`config.mk`:
```
export PLATFORM = sky130hd
export DESIGN_NAME = core_access_bridge
export DESIGN_NICKNAME = d
export VERILOG_FILES = /design/src/design/bridge_pkg.sv /design/src/design/opb_req_if.sv /design/src/design/core_access_bridge.sv /design/src/design/bridge_fifo.sv /design/src/design/opb_cycle.sv
export SDC_FILE = /design/constraint.sdc
export NUM_CORES = 1
export LEC_CHECK = 0
export BUFFER_PORTS_ARGS = -buffer_cell sky130_fd_sc_hd__clkbuf_2
export CAP_MARGIN = 20
export CORE_ASPECT_RATIO = 1.2
export CORE_MARGIN = 2
export CORE_UTILIZATION = 45
export DETAILED_ROUTE_END_ITERATION = 8
export PLACE_DENSITY = 0.7
export SYNTH_ARGS = -nofsm -noshare
export SYNTH_HDL_FRONTEND = slang
export SYNTH_HIERARCHICAL = 1
export SYNTH_SLANG_ARGS = --single-unit
```
`constraint.sdc`:
```
create_clock -name clk -period 8.9 [get_ports clk]
set_clock_uncertainty 0.2 [all_clocks]
set_input_delay 1.335 -clock clk [delete_from_list [all_inputs] [get_ports clk]]
set_output_delay 1.335 -clock clk [all_outputs]
set_load 0.005 [all_outputs]
```
`src/design/bridge_pkg.sv`:
```
// Shared constants and helpers for the AHB to OPB core access bridge.
// Assumes a 32-bit AHB-Lite host and a 16-bit OPB address space on the core side.
package bridge_pkg;
  localparam int ADDR_W        = 16;
  localparam int DATA_W        = 32;
  localparam int BE_W          = 4;
  localparam int FIFO_DEPTH    = 4;
  localparam int CLK_RATIO_MAX = 16;
  localparam int CLK_RATIO_DEF = 4;
  // Direct core register window upper bound
  localparam logic [31:0] DIRECT_TOP = 32'h00000FFF;

  localparam logic [2:0]  SIZE_BYTE = 3'h1;
  localparam logic [2:0]  SIZE_HALF = 3'h2;
  localparam logic [2:0]  SIZE_WORD = 3'h4;
  localparam logic [2:0]  WORD_BYTES = 3'h4;

  localparam logic [15:0] PTR_RST  = 16'h0000;
  localparam logic [15:0] LEN_RST  = 16'h0000;
  localparam logic [31:0] DATA_RST = 32'h00000000;
  localparam logic [2:0]  SIZE_RST = 3'h0;

  // Byte enables for n bytes starting at lane off; other counts give none
  function automatic logic [3:0] lane_mask(input logic [1:0] off, input logic [2:0] n);
    logic [3:0] m;
    case (n)
      3'h1:    m = 4'h1;
      3'h2:    m = 4'h3;
      3'h3:    m = 4'h7;
      3'h4:    m = 4'hF;
      default: m = 4'h0;
    endcase
    return m << off;
  endfunction

  // Bytes moved by one word of a block transfer
  function automatic logic [2:0] word_bytes(input logic [1:0] off, input logic [15:0] rem);
    logic [2:0] room;
    room = WORD_BYTES - {1'b0, off};
    if (rem < {13'h0000, room}) begin
      return rem[2:0];
    end
    return room;
  endfunction

  // AHB HSIZE to byte count
  function automatic logic [2:0] ahb_bytes(input logic [2:0] hsize);
    case (hsize)
      3'h0:    return SIZE_BYTE;
      3'h1:    return SIZE_HALF;
      default: return SIZE_WORD;
    endcase
  endfunction

  // Keep only the enabled lanes of a word
  function automatic logic [31:0] keep_lanes(input logic [31:0] d, input logic [3:0] be);
    logic [31:0] r;
    for (int i = 0; i < 4; i++) begin
      r[i*8 +: 8] = be[i] ? d[i*8 +: 8] : 8'h00;
    end
    return r;
  endfunction

endpackage

```
`src/design/opb_req_if.sv`:
```
// One OPB cycle request between the bridge control and the OPB cycle engine.
// Assumes a single request outstanding at a time.
`timescale 1ns/10ps
`default_nettype none

interface opb_req_if;
  logic        start;
  logic        rnw;
  logic [15:0] addr;
  logic [3:0]  be;
  logic [31:0] wdata;
  logic        done;
  logic [31:0] rdata;

  modport requester (output start, output rnw, output addr, output be, output wdata,
                     input done, input rdata);
  modport engine    (input start, input rnw, input addr, input be, input wdata,
                     output done, output rdata);
endinterface

`default_nettype wire

```
`src/design/core_access_bridge.sv`:
```
// AHB to OPB core access bridge: direct, indirect register and process RAM paths.
// Assumes core clock phase-aligned with clk at CLK_RATIO:1; control bits are plain ports.
//
// Contract
// - AHB slave upstream, OPB master, ratio up to 16
// - Low range access launches one OPB access
// - Direct read: busy during cycle, then data
// - Direct write: busy during cycle, drive data
// - Indirect read: abort, setup, busy, then data
// - Indirect write: abort, setup, busy cleared when done
// - One command write starts the operation
// - Byte lanes follow size and address
// - Read window starts reads into TX FIFO
// - Read remaining and pointer track progress
// - First and last word lanes from address, length
// - Read abort waits cycle, flushes TX FIFO
// - Write window, start bit, writes from RX FIFO
// - No OPB write while RX FIFO empty
// - After each acknowledge, wait for RX data
// - Write remaining and pointer track progress
// - Write abort waits cycle, flushes RX FIFO
// - Zero writes ignored; abort clears with busy
`timescale 1ns/10ps
`default_nettype none

module core_access_bridge #(
  parameter int CLK_RATIO  = bridge_pkg::CLK_RATIO_DEF,
  parameter int FIFO_DEPTH = bridge_pkg::FIFO_DEPTH
) (
  input  wire logic        clk,
  input  wire logic        sys_rst,
  // AHB-Lite slave
  input  wire logic        hsel,
  input  wire logic [31:0] haddr,
  input  wire logic [1:0]  htrans,
  input  wire logic [2:0]  hsize,
  input  wire logic [31:0] hwdata,
  input  wire logic        hready,
  output logic             hreadyout,
  output logic             hresp,
  output logic [31:0]      hrdata,
  // OPB master
  output logic             opb_select,
  output logic             opb_rnw,
  output logic [15:0]      opb_abus,
  output logic [3:0]       opb_be,
  output logic [31:0]      opb_dbus_out,
  input  wire logic [31:0] opb_dbus_in,
  input  wire logic        opb_xferack,
  // Core access command and data
  input  wire logic        cmd_wr,
  input  wire logic        cmd_busy_in,
  input  wire logic        cmd_direction_in,
  input  wire logic        cmd_abort_in,
  input  wire logic [2:0]  cmd_byte_count_in,
  input  wire logic [15:0] cmd_target_in,
  input  wire logic        data_wr,
  input  wire logic [31:0] data_in,
  output logic             core_access_busy,
  output logic             core_access_abort,
  output logic             core_access_direction,
  output logic [15:0]      core_access_target,
  output logic [2:0]       core_access_byte_count,
  output logic [31:0]      core_access_data,
  // Process RAM read
  input  wire logic        read_window_wr,
  input  wire logic [15:0] read_window_start,
  input  wire logic [15:0] read_window_length,
  input  wire logic        read_abort_wr,
  output logic             process_ram_read_busy,
  output logic             process_ram_read_abort,
  output logic [15:0]      process_ram_read_remaining,
  output logic [15:0]      process_ram_read_pointer,
  output logic [31:0]      tx_data,
  output logic             tx_valid,
  input  wire logic        tx_ready,
  // Process RAM write
  input  wire logic        write_window_wr,
  input  wire logic [15:0] write_window_start,
  input  wire logic [15:0] write_window_length,
  input  wire logic        write_start_wr,
  input  wire logic        write_abort_wr,
  output logic             process_ram_write_busy,
  output logic             process_ram_write_abort,
  output logic [15:0]      process_ram_write_remaining,
  output logic [15:0]      process_ram_write_pointer,
  input  wire logic [31:0] rx_data,
  input  wire logic        rx_valid,
  output logic             rx_ready
);
  typedef enum logic [2:0] {ST_IDLE, ST_DIRECT, ST_CORE, ST_PRD, ST_PWR} path_e;

  localparam int CW = $clog2(bridge_pkg::CLK_RATIO_MAX) + 1;

  path_e       state_q;
  logic [CW-1:0] div_q;
  logic        core_en;
  logic        dir_pend_q;
  logic [15:0] dir_addr_q;
  logic [3:0]  dir_be_q;
  logic [31:0] hrdata_q;
  logic        req_start_q;
  logic        req_rnw_q;
  logic [15:0] req_addr_q;
  logic [3:0]  req_be_q;
  logic [31:0] req_wdata_q;
  logic        done;
  logic [31:0] rdata;
  logic        tx_flush;
  logic        tx_push;
  logic        tx_in_ready;
  logic        rx_flush;
  logic        rx_pop;
  logic        rx_out_valid;
  logic [31:0] rx_out_data;
  logic [2:0]  rd_n;
  logic [2:0]  wr_n;
  logic        addr_phase;
  logic        core_go;
  logic        rd_go;
  logic        wr_go;

  opb_req_if req_if ();

  assign req_if.start = req_start_q;
  assign req_if.rnw   = req_rnw_q;
  assign req_if.addr  = req_addr_q;
  assign req_if.be    = req_be_q;
  assign req_if.wdata = req_wdata_q;
  assign done         = req_if.done;
  assign rdata        = req_if.rdata;

  // Core clock as an enable; phase-locked, so OPB inputs need no synchroniser
  always_ff @(posedge clk) begin
    if (sys_rst || div_q == CW'(CLK_RATIO - 1)) begin
      div_q <= '0;
    end else begin
      div_q <= div_q + 1'b1;
    end
  end
  assign core_en = (div_q == CW'(CLK_RATIO - 1));

  opb_cycle u_opb (
    .clk          (clk),
    .sys_rst      (sys_rst),
    .core_en      (core_en),
    .req          (req_if.engine),
    .opb_select   (opb_select),
    .opb_rnw      (opb_rnw),
    .opb_abus     (opb_abus),
    .opb_be       (opb_be),
    .opb_dbus_out (opb_dbus_out),
    .opb_dbus_in  (opb_dbus_in),
    .opb_xferack  (opb_xferack)
  );

  bridge_fifo #(.WIDTH(32), .DEPTH(FIFO_DEPTH)) u_tx_fifo (
    .clk       (clk),
    .sys_rst   (sys_rst),
    .flush     (tx_flush),
    .in_valid  (tx_push),
    .in_ready  (tx_in_ready),
    .in_data   (rdata),
    .out_valid (tx_valid),
    .out_ready (tx_ready),
    .out_data  (tx_data)
  );

  bridge_fifo #(.WIDTH(32), .DEPTH(FIFO_DEPTH)) u_rx_fifo (
    .clk       (clk),
    .sys_rst   (sys_rst),
    .flush     (rx_flush),
    .in_valid  (rx_valid),
    .in_ready  (rx_ready),
    .in_data   (rx_data),
    .out_valid (rx_out_valid),
    .out_ready (rx_pop),
    .out_data  (rx_out_data)
  );

  // AHB side: only the low range stalls; elsewhere a zero-wait OKAY
  assign addr_phase = hsel && htrans[1] && hready && (haddr <= bridge_pkg::DIRECT_TOP);
  assign hreadyout  = !dir_pend_q;
  assign hresp      = 1'b0;
  assign hrdata     = hrdata_q;

  always_ff @(posedge clk) begin
    if (sys_rst) begin
      dir_pend_q <= 1'b0;
      dir_addr_q <= bridge_pkg::PTR_RST;
      dir_be_q   <= 4'h0;
      hrdata_q   <= bridge_pkg::DATA_RST;
    end else if (addr_phase) begin
      dir_pend_q <= 1'b1;
      dir_addr_q <= haddr[15:0];
      dir_be_q   <= bridge_pkg::lane_mask(haddr[1:0], bridge_pkg::ahb_bytes(hsize));
    end else if (state_q == ST_DIRECT && done) begin
      dir_pend_q <= 1'b0;
      hrdata_q   <= rdata;
    end
  end

  assign rd_n    = bridge_pkg::word_bytes(process_ram_read_pointer[1:0], process_ram_read_remaining);
  assign wr_n    = bridge_pkg::word_bytes(process_ram_write_pointer[1:0], process_ram_write_remaining);
  assign core_go = core_access_busy && !dir_pend_q;
  assign rd_go   = process_ram_read_busy && !process_ram_read_abort && tx_in_ready;
  assign wr_go   = process_ram_write_busy && !process_ram_write_abort && rx_out_valid;

  // Path arbitration; one OPB cycle in flight at a time
  always_ff @(posedge clk) begin
    if (sys_rst) begin
      state_q     <= ST_IDLE;
      req_start_q <= 1'b0;
      req_rnw_q   <= 1'b1;
      req_addr_q  <= bridge_pkg::PTR_RST;
      req_be_q    <= 4'h0;
      req_wdata_q <= bridge_pkg::DATA_RST;
    end else begin
      req_start_q <= 1'b0;
      case (state_q)
        ST_IDLE: begin
          if (core_go) begin
            state_q     <= ST_CORE;
            req_start_q <= 1'b1;
            req_rnw_q   <= core_access_direction;
            req_addr_q  <= core_access_target;
            req_be_q    <= bridge_pkg::lane_mask(core_access_target[1:0], core_access_byte_count);
            req_wdata_q <= core_access_data;
          end else if (dir_pend_q) begin
            state_q     <= ST_DIRECT;
            req_start_q <= 1'b1;
            req_rnw_q   <= core_access_direction;
            req_addr_q  <= dir_addr_q;
            req_be_q    <= dir_be_q;
            req_wdata_q <= hwdata;
          end else if (rd_go) begin
            state_q     <= ST_PRD;
            req_start_q <= 1'b1;
            req_rnw_q   <= 1'b1;
            req_addr_q  <= {process_ram_read_pointer[15:2], 2'b00};
            req_be_q    <= bridge_pkg::lane_mask(process_ram_read_pointer[1:0], rd_n);
          end else if (wr_go) begin
            state_q     <= ST_PWR;
            req_start_q <= 1'b1;
            req_rnw_q   <= 1'b0;
            req_addr_q  <= {process_ram_write_pointer[15:2], 2'b00};
            req_be_q    <= bridge_pkg::lane_mask(process_ram_write_pointer[1:0], wr_n);
            req_wdata_q <= rx_out_data;
          end
        end
        ST_DIRECT, ST_CORE, ST_PRD, ST_PWR: begin
          if (done) begin
            state_q <= ST_IDLE;
          end
        end
        default: state_q <= ST_IDLE;
      endcase
    end
  end

  // Indirect core access command, busy and abort
  always_ff @(posedge clk) begin
    if (sys_rst) begin
      core_access_busy       <= 1'b0;
      core_access_abort      <= 1'b0;
      core_access_direction  <= 1'b0;
      core_access_target     <= bridge_pkg::PTR_RST;
      core_access_byte_count <= bridge_pkg::SIZE_RST;
    end else begin
      if (state_q == ST_IDLE && !core_go && dir_pend_q) begin
        core_access_busy <= 1'b1;
      end else if ((state_q == ST_DIRECT || state_q == ST_CORE) && done) begin
        core_access_busy <= 1'b0;
      end else if (cmd_wr && cmd_abort_in && state_q != ST_DIRECT) begin
        core_access_busy <= 1'b0;
      end else if (cmd_wr && cmd_busy_in && !core_access_busy && state_q != ST_CORE) begin
        core_access_busy       <= 1'b1;
        core_access_direction  <= cmd_direction_in;
        core_access_target     <= cmd_target_in;
        core_access_byte_count <= cmd_byte_count_in;
      end else if (cmd_wr && !core_access_busy) begin
        core_access_direction  <= cmd_direction_in;
        core_access_target     <= cmd_target_in;
        core_access_byte_count <= cmd_byte_count_in;
      end
      if (cmd_wr && cmd_abort_in && state_q != ST_DIRECT) begin
        core_access_abort <= 1'b1;
      end else if (!core_access_busy) begin
        core_access_abort <= 1'b0;
      end
    end
  end

  // Data register; an aborted cycle's read result is dropped
  always_ff @(posedge clk) begin
    if (sys_rst) begin
      core_access_data <= bridge_pkg::DATA_RST;
    end else if (state_q == ST_CORE && done && core_access_busy && core_access_direction) begin
      core_access_data <= bridge_pkg::keep_lanes(rdata, req_be_q);
    end else if (data_wr && !core_access_busy) begin
      core_access_data <= data_in;
    end
  end

  // Process RAM block read
  assign tx_push  = (state_q == ST_PRD) && done && !process_ram_read_abort;
  assign tx_flush = process_ram_read_busy && process_ram_read_abort
                    && (state_q != ST_PRD || done);

  always_ff @(posedge clk) begin
    if (sys_rst) begin
      process_ram_read_busy      <= 1'b0;
      process_ram_read_abort     <= 1'b0;
      process_ram_read_pointer   <= bridge_pkg::PTR_RST;
      process_ram_read_remaining <= bridge_pkg::LEN_RST;
    end else if (tx_flush) begin
      process_ram_read_busy  <= 1'b0;
      process_ram_read_abort <= 1'b0;
    end else if (tx_push) begin
      process_ram_read_pointer   <= {process_ram_read_pointer[15:2] + 14'h0001, 2'b00};
      process_ram_read_remaining <= process_ram_read_remaining - {13'h0000, rd_n};
      process_ram_read_busy      <= (process_ram_read_remaining != {13'h0000, rd_n});
      if (read_abort_wr) begin
        process_ram_read_abort <= 1'b1;
      end
    end else if (read_window_wr && !process_ram_read_busy) begin
      process_ram_read_pointer   <= read_window_start;
      process_ram_read_remaining <= read_window_length;
      process_ram_read_busy      <= (read_window_length != bridge_pkg::LEN_RST);
    end else if (read_abort_wr && process_ram_read_busy) begin
      process_ram_read_abort <= 1'b1;
    end
  end

  // Process RAM block write
  assign rx_pop   = (state_q == ST_PWR) && done;
  assign rx_flush = process_ram_write_busy && process_ram_write_abort
                    && (state_q != ST_PWR || done);

  always_ff @(posedge clk) begin
    if (sys_rst) begin
      process_ram_write_busy      <= 1'b0;
      process_ram_write_abort     <= 1'b0;
      process_ram_write_pointer   <= bridge_pkg::PTR_RST;
      process_ram_write_remaining <= bridge_pkg::LEN_RST;
    end else if (rx_flush) begin
      process_ram_write_busy  <= 1'b0;
      process_ram_write_abort <= 1'b0;
    end else if (rx_pop) begin
      process_ram_write_pointer   <= {process_ram_write_pointer[15:2] + 14'h0001, 2'b00};
      process_ram_write_remaining <= process_ram_write_remaining - {13'h0000, wr_n};
      process_ram_write_busy      <= (process_ram_write_remaining != {13'h0000, wr_n});
      if (write_abort_wr) begin
        process_ram_write_abort <= 1'b1;
      end
    end else if (write_window_wr && !process_ram_write_busy) begin
      process_ram_write_pointer   <= write_window_start;
      process_ram_write_remaining <= write_window_length;
    end else if (write_start_wr && !process_ram_write_busy) begin
      process_ram_write_busy <= (process_ram_write_remaining != bridge_pkg::LEN_RST);
    end else if (write_abort_wr && process_ram_write_busy) begin
      process_ram_write_abort <= 1'b1;
    end
  end
endmodule // core_access_bridge

`default_nettype wire

```
`src/design/bridge_fifo.sv`:
```
// Flop-based FIFO with valid/ready on both sides and a synchronous flush.
// Assumes one clock; flush wins over a push in the same cycle.
`timescale 1ns/10ps
`default_nettype none

module bridge_fifo #(
  parameter int WIDTH = 32,
  parameter int DEPTH = 4
) (
  input  wire logic             clk,
  input  wire logic             sys_rst,
  input  wire logic             flush,
  input  wire logic             in_valid,
  output logic                  in_ready,
  input  wire logic [WIDTH-1:0] in_data,
  output logic                  out_valid,
  input  wire logic             out_ready,
  output logic [WIDTH-1:0]      out_data
);
  localparam int PW = $clog2(DEPTH);

  logic [WIDTH-1:0] mem_q [DEPTH];
  logic [PW-1:0]    wr_q;
  logic [PW-1:0]    rd_q;
  logic [PW:0]      cnt_q;
  logic             push;
  logic             pop;

  assign in_ready  = (cnt_q != (PW+1)'(DEPTH));
  assign out_valid = (cnt_q != '0);
  assign out_data  = mem_q[rd_q];
  assign push      = in_valid && in_ready;
  assign pop       = out_valid && out_ready;

  always_ff @(posedge clk) begin
    if (push) begin
      mem_q[wr_q] <= in_data;
    end
  end

  always_ff @(posedge clk) begin
    if (sys_rst || flush) begin
      wr_q  <= '0;
      rd_q  <= '0;
      cnt_q <= '0;
    end else begin
      if (push) begin
        wr_q <= (wr_q == PW'(DEPTH-1)) ? '0 : wr_q + 1'b1;
      end
      if (pop) begin
        rd_q <= (rd_q == PW'(DEPTH-1)) ? '0 : rd_q + 1'b1;
      end
      cnt_q <= cnt_q + {{PW{1'b0}}, push} - {{PW{1'b0}}, pop};
    end
  end
endmodule // bridge_fifo

`default_nettype wire

```
`src/design/opb_cycle.sv`:
```
// OPB master cycle engine: runs one OPB read or write per request.
// Assumes the core side advances only on core_en, a pulse every N fast clocks.
`timescale 1ns/10ps
`default_nettype none

module opb_cycle (
  input  wire logic     clk,
  input  wire logic     sys_rst,
  input  wire logic     core_en,
  opb_req_if.engine     req,
  output logic          opb_select,
  output logic          opb_rnw,
  output logic [15:0]   opb_abus,
  output logic [3:0]    opb_be,
  output logic [31:0]   opb_dbus_out,
  input  wire logic [31:0] opb_dbus_in,
  input  wire logic     opb_xferack
);
  typedef enum logic [1:0] {CY_IDLE, CY_PEND, CY_ACT} cycle_e;

  cycle_e      state_q;
  logic        done_q;
  logic [31:0] rdata_q;

  assign req.done  = done_q;
  assign req.rdata = rdata_q;

  always_ff @(posedge clk) begin
    if (sys_rst) begin
      state_q      <= CY_IDLE;
      done_q       <= 1'b0;
      rdata_q      <= 32'h00000000;
      opb_select   <= 1'b0;
      opb_rnw      <= 1'b1;
      opb_abus     <= 16'h0000;
      opb_be       <= 4'h0;
      opb_dbus_out <= 32'h00000000;
    end else begin
      done_q <= 1'b0;
      case (state_q)
        CY_IDLE: begin
          if (req.start) begin
            opb_rnw      <= req.rnw;
            opb_abus     <= req.addr;
            opb_be       <= req.be;
            opb_dbus_out <= req.rnw ? 32'h00000000 : req.wdata;
            state_q      <= CY_PEND;
          end
        end
        // Select only on a core edge so the core sees a full cycle
        CY_PEND: begin
          if (core_en) begin
            opb_select <= 1'b1;
            state_q    <= CY_ACT;
          end
        end
        CY_ACT: begin
          if (core_en && opb_xferack) begin
            opb_select   <= 1'b0;
            opb_be       <= 4'h0;
            opb_dbus_out <= 32'h00000000;
            rdata_q      <= opb_dbus_in;
            done_q       <= 1'b1;
            state_q      <= CY_IDLE;
          end
        end
        default: state_q <= CY_IDLE;
      endcase
    end
  end
endmodule // opb_cycle

`default_nettype wire

```
==> impl_metrics.ini, run 1 <==
[status]
status = complete, no violations

[die]
start_util_pct = 45.5
rows = 96
design.die.area_um2 = 59700
io_pins = 509
die_x_um = 223
core_um2 = 57200
die_h_um = 267

[finish]
area_growth_pct = 18.8
fill_cells = 5009
layout-drive-gt1-share_pct = 26.6
nets = 3118
final_util_pct = 54.0
design_area_um2 = 30900

[setup_path]
r2r_end = process_ram_read_remaining[11]
regToRegSetupSlack_ns = 4.15
critPathLaunchType = flop
cpLargestDelayFamily = simple AND/OR/NAND/NOR gates
worstRegToRegCells = 16
cp_common_cell = ha_1
r2r-start = process_ram_read_pointer[0]
cp.depth = 16
path_cells = inv_1, ha_1, inv_1, ha_1, o21ai_0, a31oi_1, or4_1, a21oi_1, ha_1, nor2b_1, o21a_1, nor3_1, nand2_1, nor2_1, nor3_1, a2111oi_0
arrival_ns = 5.06
required_ns = 9.20
critPathLaunch = process_ram_read_pointer[0]
cpMaxStageDelayCell = or4_1
endpoint_kind = flop
path_class = reg2reg
crit_path_end = process_ram_read_remaining[11]
worst-path-buf-inv = 2
cp_max_fo = 11
max_stage_delay_ns = 0.73

[clock_network]
cts_buffer_depth = 3
post-cts-setup-buffers = 0
hold_buffers = 0
clk_latency_ns = 0.63
htree_levels = 2
clock-sinks = 600
cts.clk_slew.worst_paths_ns = 0.06
cts_tree = done
ctsResizeCount = 0
numCtsBuffers = 57
clockRootBuffer = clkbuf_16

[timing]
finalCritPeriodShare_pct = 53.4
fmax_ghz = 0.210
setup-tns-final_ns = 0
rsz0062_at_grt = false
worst_slack_ns = 4.15
maxSlewHeadroom_pct = 25.7
worstMarginPinSlew_ns = 1.12
period_needed_ns = 4.75
slew_viol_final = 0
whs_ns = 0.216
hold_violations = 0
setup_viol = 0

[logic_synthesis]
yosysWarnings = 6
synth-edff-count = 256
synthAdderAreaFrac_pct = 1.63
synth_mux_area_share_pct = 9.97
netlist_instances = 2401
synth_area_um2 = 26000
synth-compound-area-share_pct = 12.9
synthSimpleGateAreaFrac_pct = 15.1
synth_area_per_cell_um2 = 10.8
synthFlopType = dfxtp_1
ys_types = 84
syn_nets = 2698
synth_xor_xnor_area_share_pct = 0.573
synth_top_family_by_area = simple AND/OR/NAND/NOR gates
yosysSeqAreaShare_pct = 56.0
postSynth.asyncResetShare_pct = 0
synth-seq-cells = 600

[grt]
grt_antenna_before_repair = 12
grt_pass1_wl_um = 119000
grt_pass1_vias = 20000
grt_overflow = 0
grt.total_usage_pct = 25.9
grt_max_degree = 180

[flow_run]
maxCapViolCount = 0

[drt]
vias_per_cell = 5.71
first_iter_violations = 1988
antenna_left = 0
drc = 0
vias = 20600
first_pass_iters = 5
wl_per_cell_um = 22.1
wirelength_um = 79900

[placement]
place_ws_ns = 4.21
gp_congestion = 0.910
dpl.hpwl_um = 56500
port_buffers = 506
place_area_um2 = 28900

[power_and_ir_drop]
p_per_area_nw_per_um2 = 216
p_leak_nw = 11.4
ir_drop_v = 0.000211

[worst_hold_path]
hold_class = reg2reg
==> registers in the layout, indices dropped and copies added, names as in the netlist, 32 cells and up, named ones only <==
register,cells
core_access_data,32
hrdata,32
req_if.wdata,32
u_opb/opb_dbus_out,32
u_opb/req.rdata,32
u_rx_fifo/mem_q,128
u_tx_fifo/mem_q,128
==> synthesized netlist by cell type, types with 8 or more instances <==
| cell type | n | area share [%] |
|---|---|---|
| and3_2 | 8 | 0.23 |
| nor4b_2 | 25 | 1.4 |
| a211oi_1 | 55 | 1.6 |
| nand2b_1 | 10 | 0.24 |
| nor2b_1 | 15 | 0.36 |
| a31oi_1 | 15 | 0.36 |
| nand4_1 | 11 | 0.26 |
| clkbuf_1 | 115 | 1.7 |
| mux4_2 | 64 | 5.5 |
| nand3_1 | 35 | 0.67 |
| nor2_1 | 268 | 3.9 |
| nor3_1 | 39 | 0.75 |
| o21ai_0 | 66 | 1.3 |
| buf_6 | 19 | 0.82 |
| nor4_1 | 17 | 0.41 |
| o211ai_1 | 20 | 0.58 |
| a311oi_1 | 9 | 0.30 |
| inv_1 | 44 | 0.64 |
| nand2_1 | 303 | 4.4 |
| nor4b_1 | 9 | 0.30 |
| ha_1 | 29 | 1.4 |
| a221oi_1 | 9 | 0.30 |
| dfxtp_1 | 344 | 26 |
| buf_2 | 16 | 0.31 |
| or3_1 | 10 | 0.24 |
| mux2i_1 | 115 | 4.4 |
| and2_1 | 11 | 0.26 |
| o22ai_1 | 10 | 0.24 |
| buf_1 | 15 | 0.22 |
| a21oi_1 | 278 | 5.4 |
| a31o_1 | 28 | 0.94 |
| xnor2_1 | 11 | 0.37 |
| edfxtp_1 | 256 | 30 |
==> final cells by class <==
cell class	instances	area (um2)	share of cell area, %
sequential	600	14600	47.2
multi-input combinational	1586	10500	33.9
timing repair buffer	532	2750	8.90
clock buffer	78	1660	5.39
tap	735	920	2.98
clock inverter	29	327	1.06
inverter	44	165	0.534
antenna	12	30.0	0.0972
==> routing by layer <==
layer,vias to the layer above,share of wire [%],GRT usage [%]
met5,-,0,0
met4,0,4.5,11.5
met3,181,5.5,4.13
met2,717,47,41.6
met1,10100,42,34.6
li1,9658,-,-
==> cell families (layout without fill, tap and decap cells) <==
| kind of cell | Yosys count | in the layout |
|---|---|---|
| compound gates | 546 | 546 |
| xor+xnor | 17 | 17 |
| fa+ha+maj | 32 | 32 |
| buf+inv | 215 | 683 |
| flops | 600 | 600 |
| mux | 179 | 179 |
| other cells | 1 | 13 |
| simple gates | 811 | 811 |
==> through the flow <==
stage,total power [mW],cells
floorplan,3.84,2401
global placement,4.15,3497
detailed placement,4.18,3497
CTS,6.72,3604
global route,6.94,3614
finish,6.67,3616
==> placed cells by master (no fill, tap or decap), types with 11 or more instances in the layout <==
cell type    n
diode_2     12
a21oi_1    278
a31oi_1     15
xnor2_1     11
inv_1       48
mux4_2      64
nor2_1     265
a211oi_1    55
o21ai_0     66
nand3_1     35
nor4_1      17
o211ai_1    20
nand2_1    303
nor2b_1     14
mux2i_1    115
clkbuf_16   60
and2_1      11
edfxtp_1   256
nor4b_2     25
ha_1        29
nor3_1      39
buf_4       25
clkbuf_2   506
a31o_1      28
dfxtp_1    340
nand4_1     11
==> worst min-delay path by stage <==
stage / from / to / slack (ns) / depth (start not counted)
4_1_cts: req_addr_q[0] / u_opb/opb_abus[0] / 0.22 / 2
5_1_grt: req_addr_q[0] / u_opb/opb_abus[0] / 0.25 / 2
6_report: req_addr_q[0] / u_opb/opb_abus[0] / 0.22 / 2
2_1_floorplan: req_addr_q[10] / u_opb/opb_abus[10] / 0.23 / 2
3_3_place_gp: div_q[0] / div_q[0] / 0.24 / 1
3_5_place_dp: hrdata[23] / hrdata[23] / 0.25 / 2
==> power by group <==
part / total, mW / internal [mW] / switching [mW] / leakage, nW
clock network: 2.54 / 1.46 / 1.07 / 0.993
logic: 0.950 / 0.379 / 0.571 / 5.55
registers: 3.18 / 3.03 / 0.154 / 4.86
==> worst register-to-register path, stage by stage (launching register included) <==
cell and delay, ns:
dfxtp_1 0.60, inv_1 0.12, ha_1 0.40, inv_1 0.06, ha_1 0.26, o21ai_0 0.17
a31oi_1 0.08, or4_1 0.73, a21oi_1 0.28, ha_1 0.28, nor2b_1 0.14, o21a_1 0.18
nor3_1 0.27, nand2_1 0.21, nor2_1 0.17, nor3_1 0.06, a2111oi_0 0.40
(Power assumes the default switching activity.)
==> inputs of run 2 (changes only) <==
- clock period: 8.9 -> 4.4 ns (I/O delays scaled with it)
==> run 2 against run 1 <==
  * Wire length is 0.42% higher
  * Final cell count up 0.50%
  * First-iteration DRC count down 15%
  * Sequential power is 100% higher
  * Count of clock-buffer cells in the layout rose by 2
  * Clock power grew 110%
  * Hold slack got worse by 0.17 ns
  * Combinational power grew 100%
  * Via count grew 1.1%
  * Register-to-register slack got worse by 3.8 ns
  * Sequential cell count did not move
  * Critical path type unchanged
  * Largest cell class unchanged
  * Highest routed layer unchanged
==> impl_metrics.ini, run 2 (synthesis gave the netlist of run 1 again) <==
[status]
status = complete, no violations

[worst_hold_path]
min_path_cells = 1
hold_class = in2reg
hold_end = u_rx_fifo/mem_q[2][21]
holdCritStartpoint = rx_data[21]

[clock_network]
clock-sinks = 600
htree_levels = 2
clk_latency_ns = 0.64
numCtsBuffers = 60
ctsResizeCount = 0
post-cts-setup-buffers = 0
clockRootBuffer = clkbuf_16
cts.clk_slew.worst_paths_ns = 0.06
cts_buffer_depth = 3
cts_tree = done
hold_buffers = 0

[finish]
top_regs = u_rx_fifo/mem_q: 128 flops, u_tx_fifo/mem_q: 128 flops
nets = 3135
area_growth_pct = 19.6
final_util_pct = 54.4
layout_common_cells = 505 x clkbuf_2, 339 x dfxtp_1, 301 x nand2_1
layout-drive-gt1-share_pct = 26.8
fill_cells = 4913
final_common_cell = clkbuf_2

[grt]
grt_pass1_vias = 20200
grt_overflow = 0
grt_max_degree = 144
grt_pass1_wl_um = 119000
grt.total_usage_pct = 25.9
grt_antenna_before_repair = 11

[timing]
setup-tns-final_ns = 0
hold_violations = 0
fmax_ghz = 0.246
worstMarginPinSlew_ns = 1.01
rsz0062_at_grt = false
slew_viol_final = 0
maxSlewHeadroom_pct = 32.5
finalCritPeriodShare_pct = 92.3
period_needed_ns = 4.06
setup_viol = 0

[drt]
vias_per_cell = 5.75
antenna_left = 0
first_pass_iters = 6
vias = 20900
first_iter_violations = 1683
wl_per_cell_um = 22.1
wirelength_um = 80200
drc = 0

[die]
design.die.area_um2 = 59700
start_util_pct = 45.5
io_pins = 509
die_x_um = 223
rows = 96
die_h_um = 267
core_um2 = 57200

[power_and_ir_drop]
p_int_mw = 9.91
comb_power_share_pct = 14.0
clkPwrFrac_pct = 38.3
pwr-share-seq_pct = 47.7
switching_share_pct = 27.2
power.total_mw = 13.6
p_per_area_nw_per_um2 = 438
switchingPower_mw = 3.69
ir_drop_v = 0.000495
p_leak_nw = 11.5

[setup_path]
critPathLaunchType = flop
regToRegSetupSlack_ns = 0.34
r2r_end = process_ram_read_remaining[12]
cp_max_fo = 6
r2r-start = process_ram_read_pointer[1]
path_class = reg2reg
arrival_ns = 4.37
required_ns = 4.71
endpoint_kind = flop
worstRegToRegCells = 16

[placement]
dpl.hpwl_um = 57600
port_buffers = 506
gp_congestion = 0.910

[flow_run]
maxCapViolCount = 0
run 2: cell count changes in the layout (fill, tap and decap cells not counted), sizes merged:
| cell | previous run | this run |
|---|---|---|
| buf | 27 | 41 |
| clkbuf | 583 | 585 |
| diode | 12 | 11 |
| inv | 51 | 46 |
| bufinv | 5 | 6 |
| clkinvlp | 3 | 6 |
| clkinv | 14 | 18 |
run 2: power by group through the flow:
stage | Clock [mW] | Combinational, mW | Sequential [mW]
floorplan | 0 | 1.36 | 6.40
global placement | 0 | 1.85 | 6.58
detailed placement | 0 | 1.90 | 6.60
CTS | 5.30 | 1.91 | 6.48
global route | 5.50 | 2.09 | 6.52
finish | 5.21 | 1.91 | 6.48
run 2: layer usage:
metal | wire [um] | part of all wire [%] | GRT usage (%)
met5 | 0 | 0 | 0
met1 | 33600 | 42 | 34.5
met2 | 37800 | 47 | 41.5
met3 | 5020 | 6.3 | 4.11
met4 | 3760 | 4.7 | 12.1
run 2: cell type report:
class | instances | area [um2] | area share, %
flip-flops and latches | 600 | 14600 | 46.9
multi-input cells | 1586 | 10500 | 33.7
clock buffers | 80 | 1650 | 5.30
diodes | 11 | 27.5 | 0.0885
well taps | 735 | 920 | 2.96
repair buffers | 546 | 2880 | 9.26
inverters | 44 | 165 | 0.531
clock inverters | 32 | 373 | 1.20
run 2: critical path, cell delays in order (launching register included):
cell and delay, ns:
dfxtp_1 0.34, inv_1 0.08, ha_1 0.28, inv_1 0.07
ha_1 0.17, or4_1 0.49, or4_4 0.48, o21ai_0 0.19
ha_1 0.22, fa_1 0.23, inv_1 0.05, a21o_1 0.18
nor2_1 0.20, nand2_2 0.15, nor3_4 0.17, nor3_1 0.08
a2111oi_2 0.36
run 2: worst max-delay path by stage:
stage                                 from  slack [ns]                              to  cells past startpoint
3_5_place_dp   process_ram_read_pointer[1]        0.03  process_ram_read_remaining[12]                     16
6_report       process_ram_read_pointer[1]        0.34  process_ram_read_remaining[12]                     16
4_1_cts        process_ram_read_pointer[1]        0.05  process_ram_read_remaining[12]                     16
2_1_floorplan  process_ram_read_pointer[0]        0.43  process_ram_read_remaining[11]                     18
5_1_grt        process_ram_read_pointer[1]       0.007  process_ram_read_remaining[11]                     16
3_3_place_gp   process_ram_read_pointer[1]        0.25  process_ram_read_remaining[11]                     16
run 2: stage by stage:
| stage | std cells | cell area [um2] | setup slack, ns | hold slack [ns] |
|---|---|---|---|---|
| floorplan | 2401 | 26000 | 0.435 | 0.229 |
| global placement | 3511 | 29000 | 0.252 | 0.240 |
| detailed placement | 3511 | 29000 | 0.0256 | 0.244 |
| CTS | 3623 | 31000 | 0.0471 | 0.00953 |
| global route | 3632 | 31100 | 0.00747 | 0.0240 |
| finish | 3634 | 31100 | 0.337 | 0.0426 |
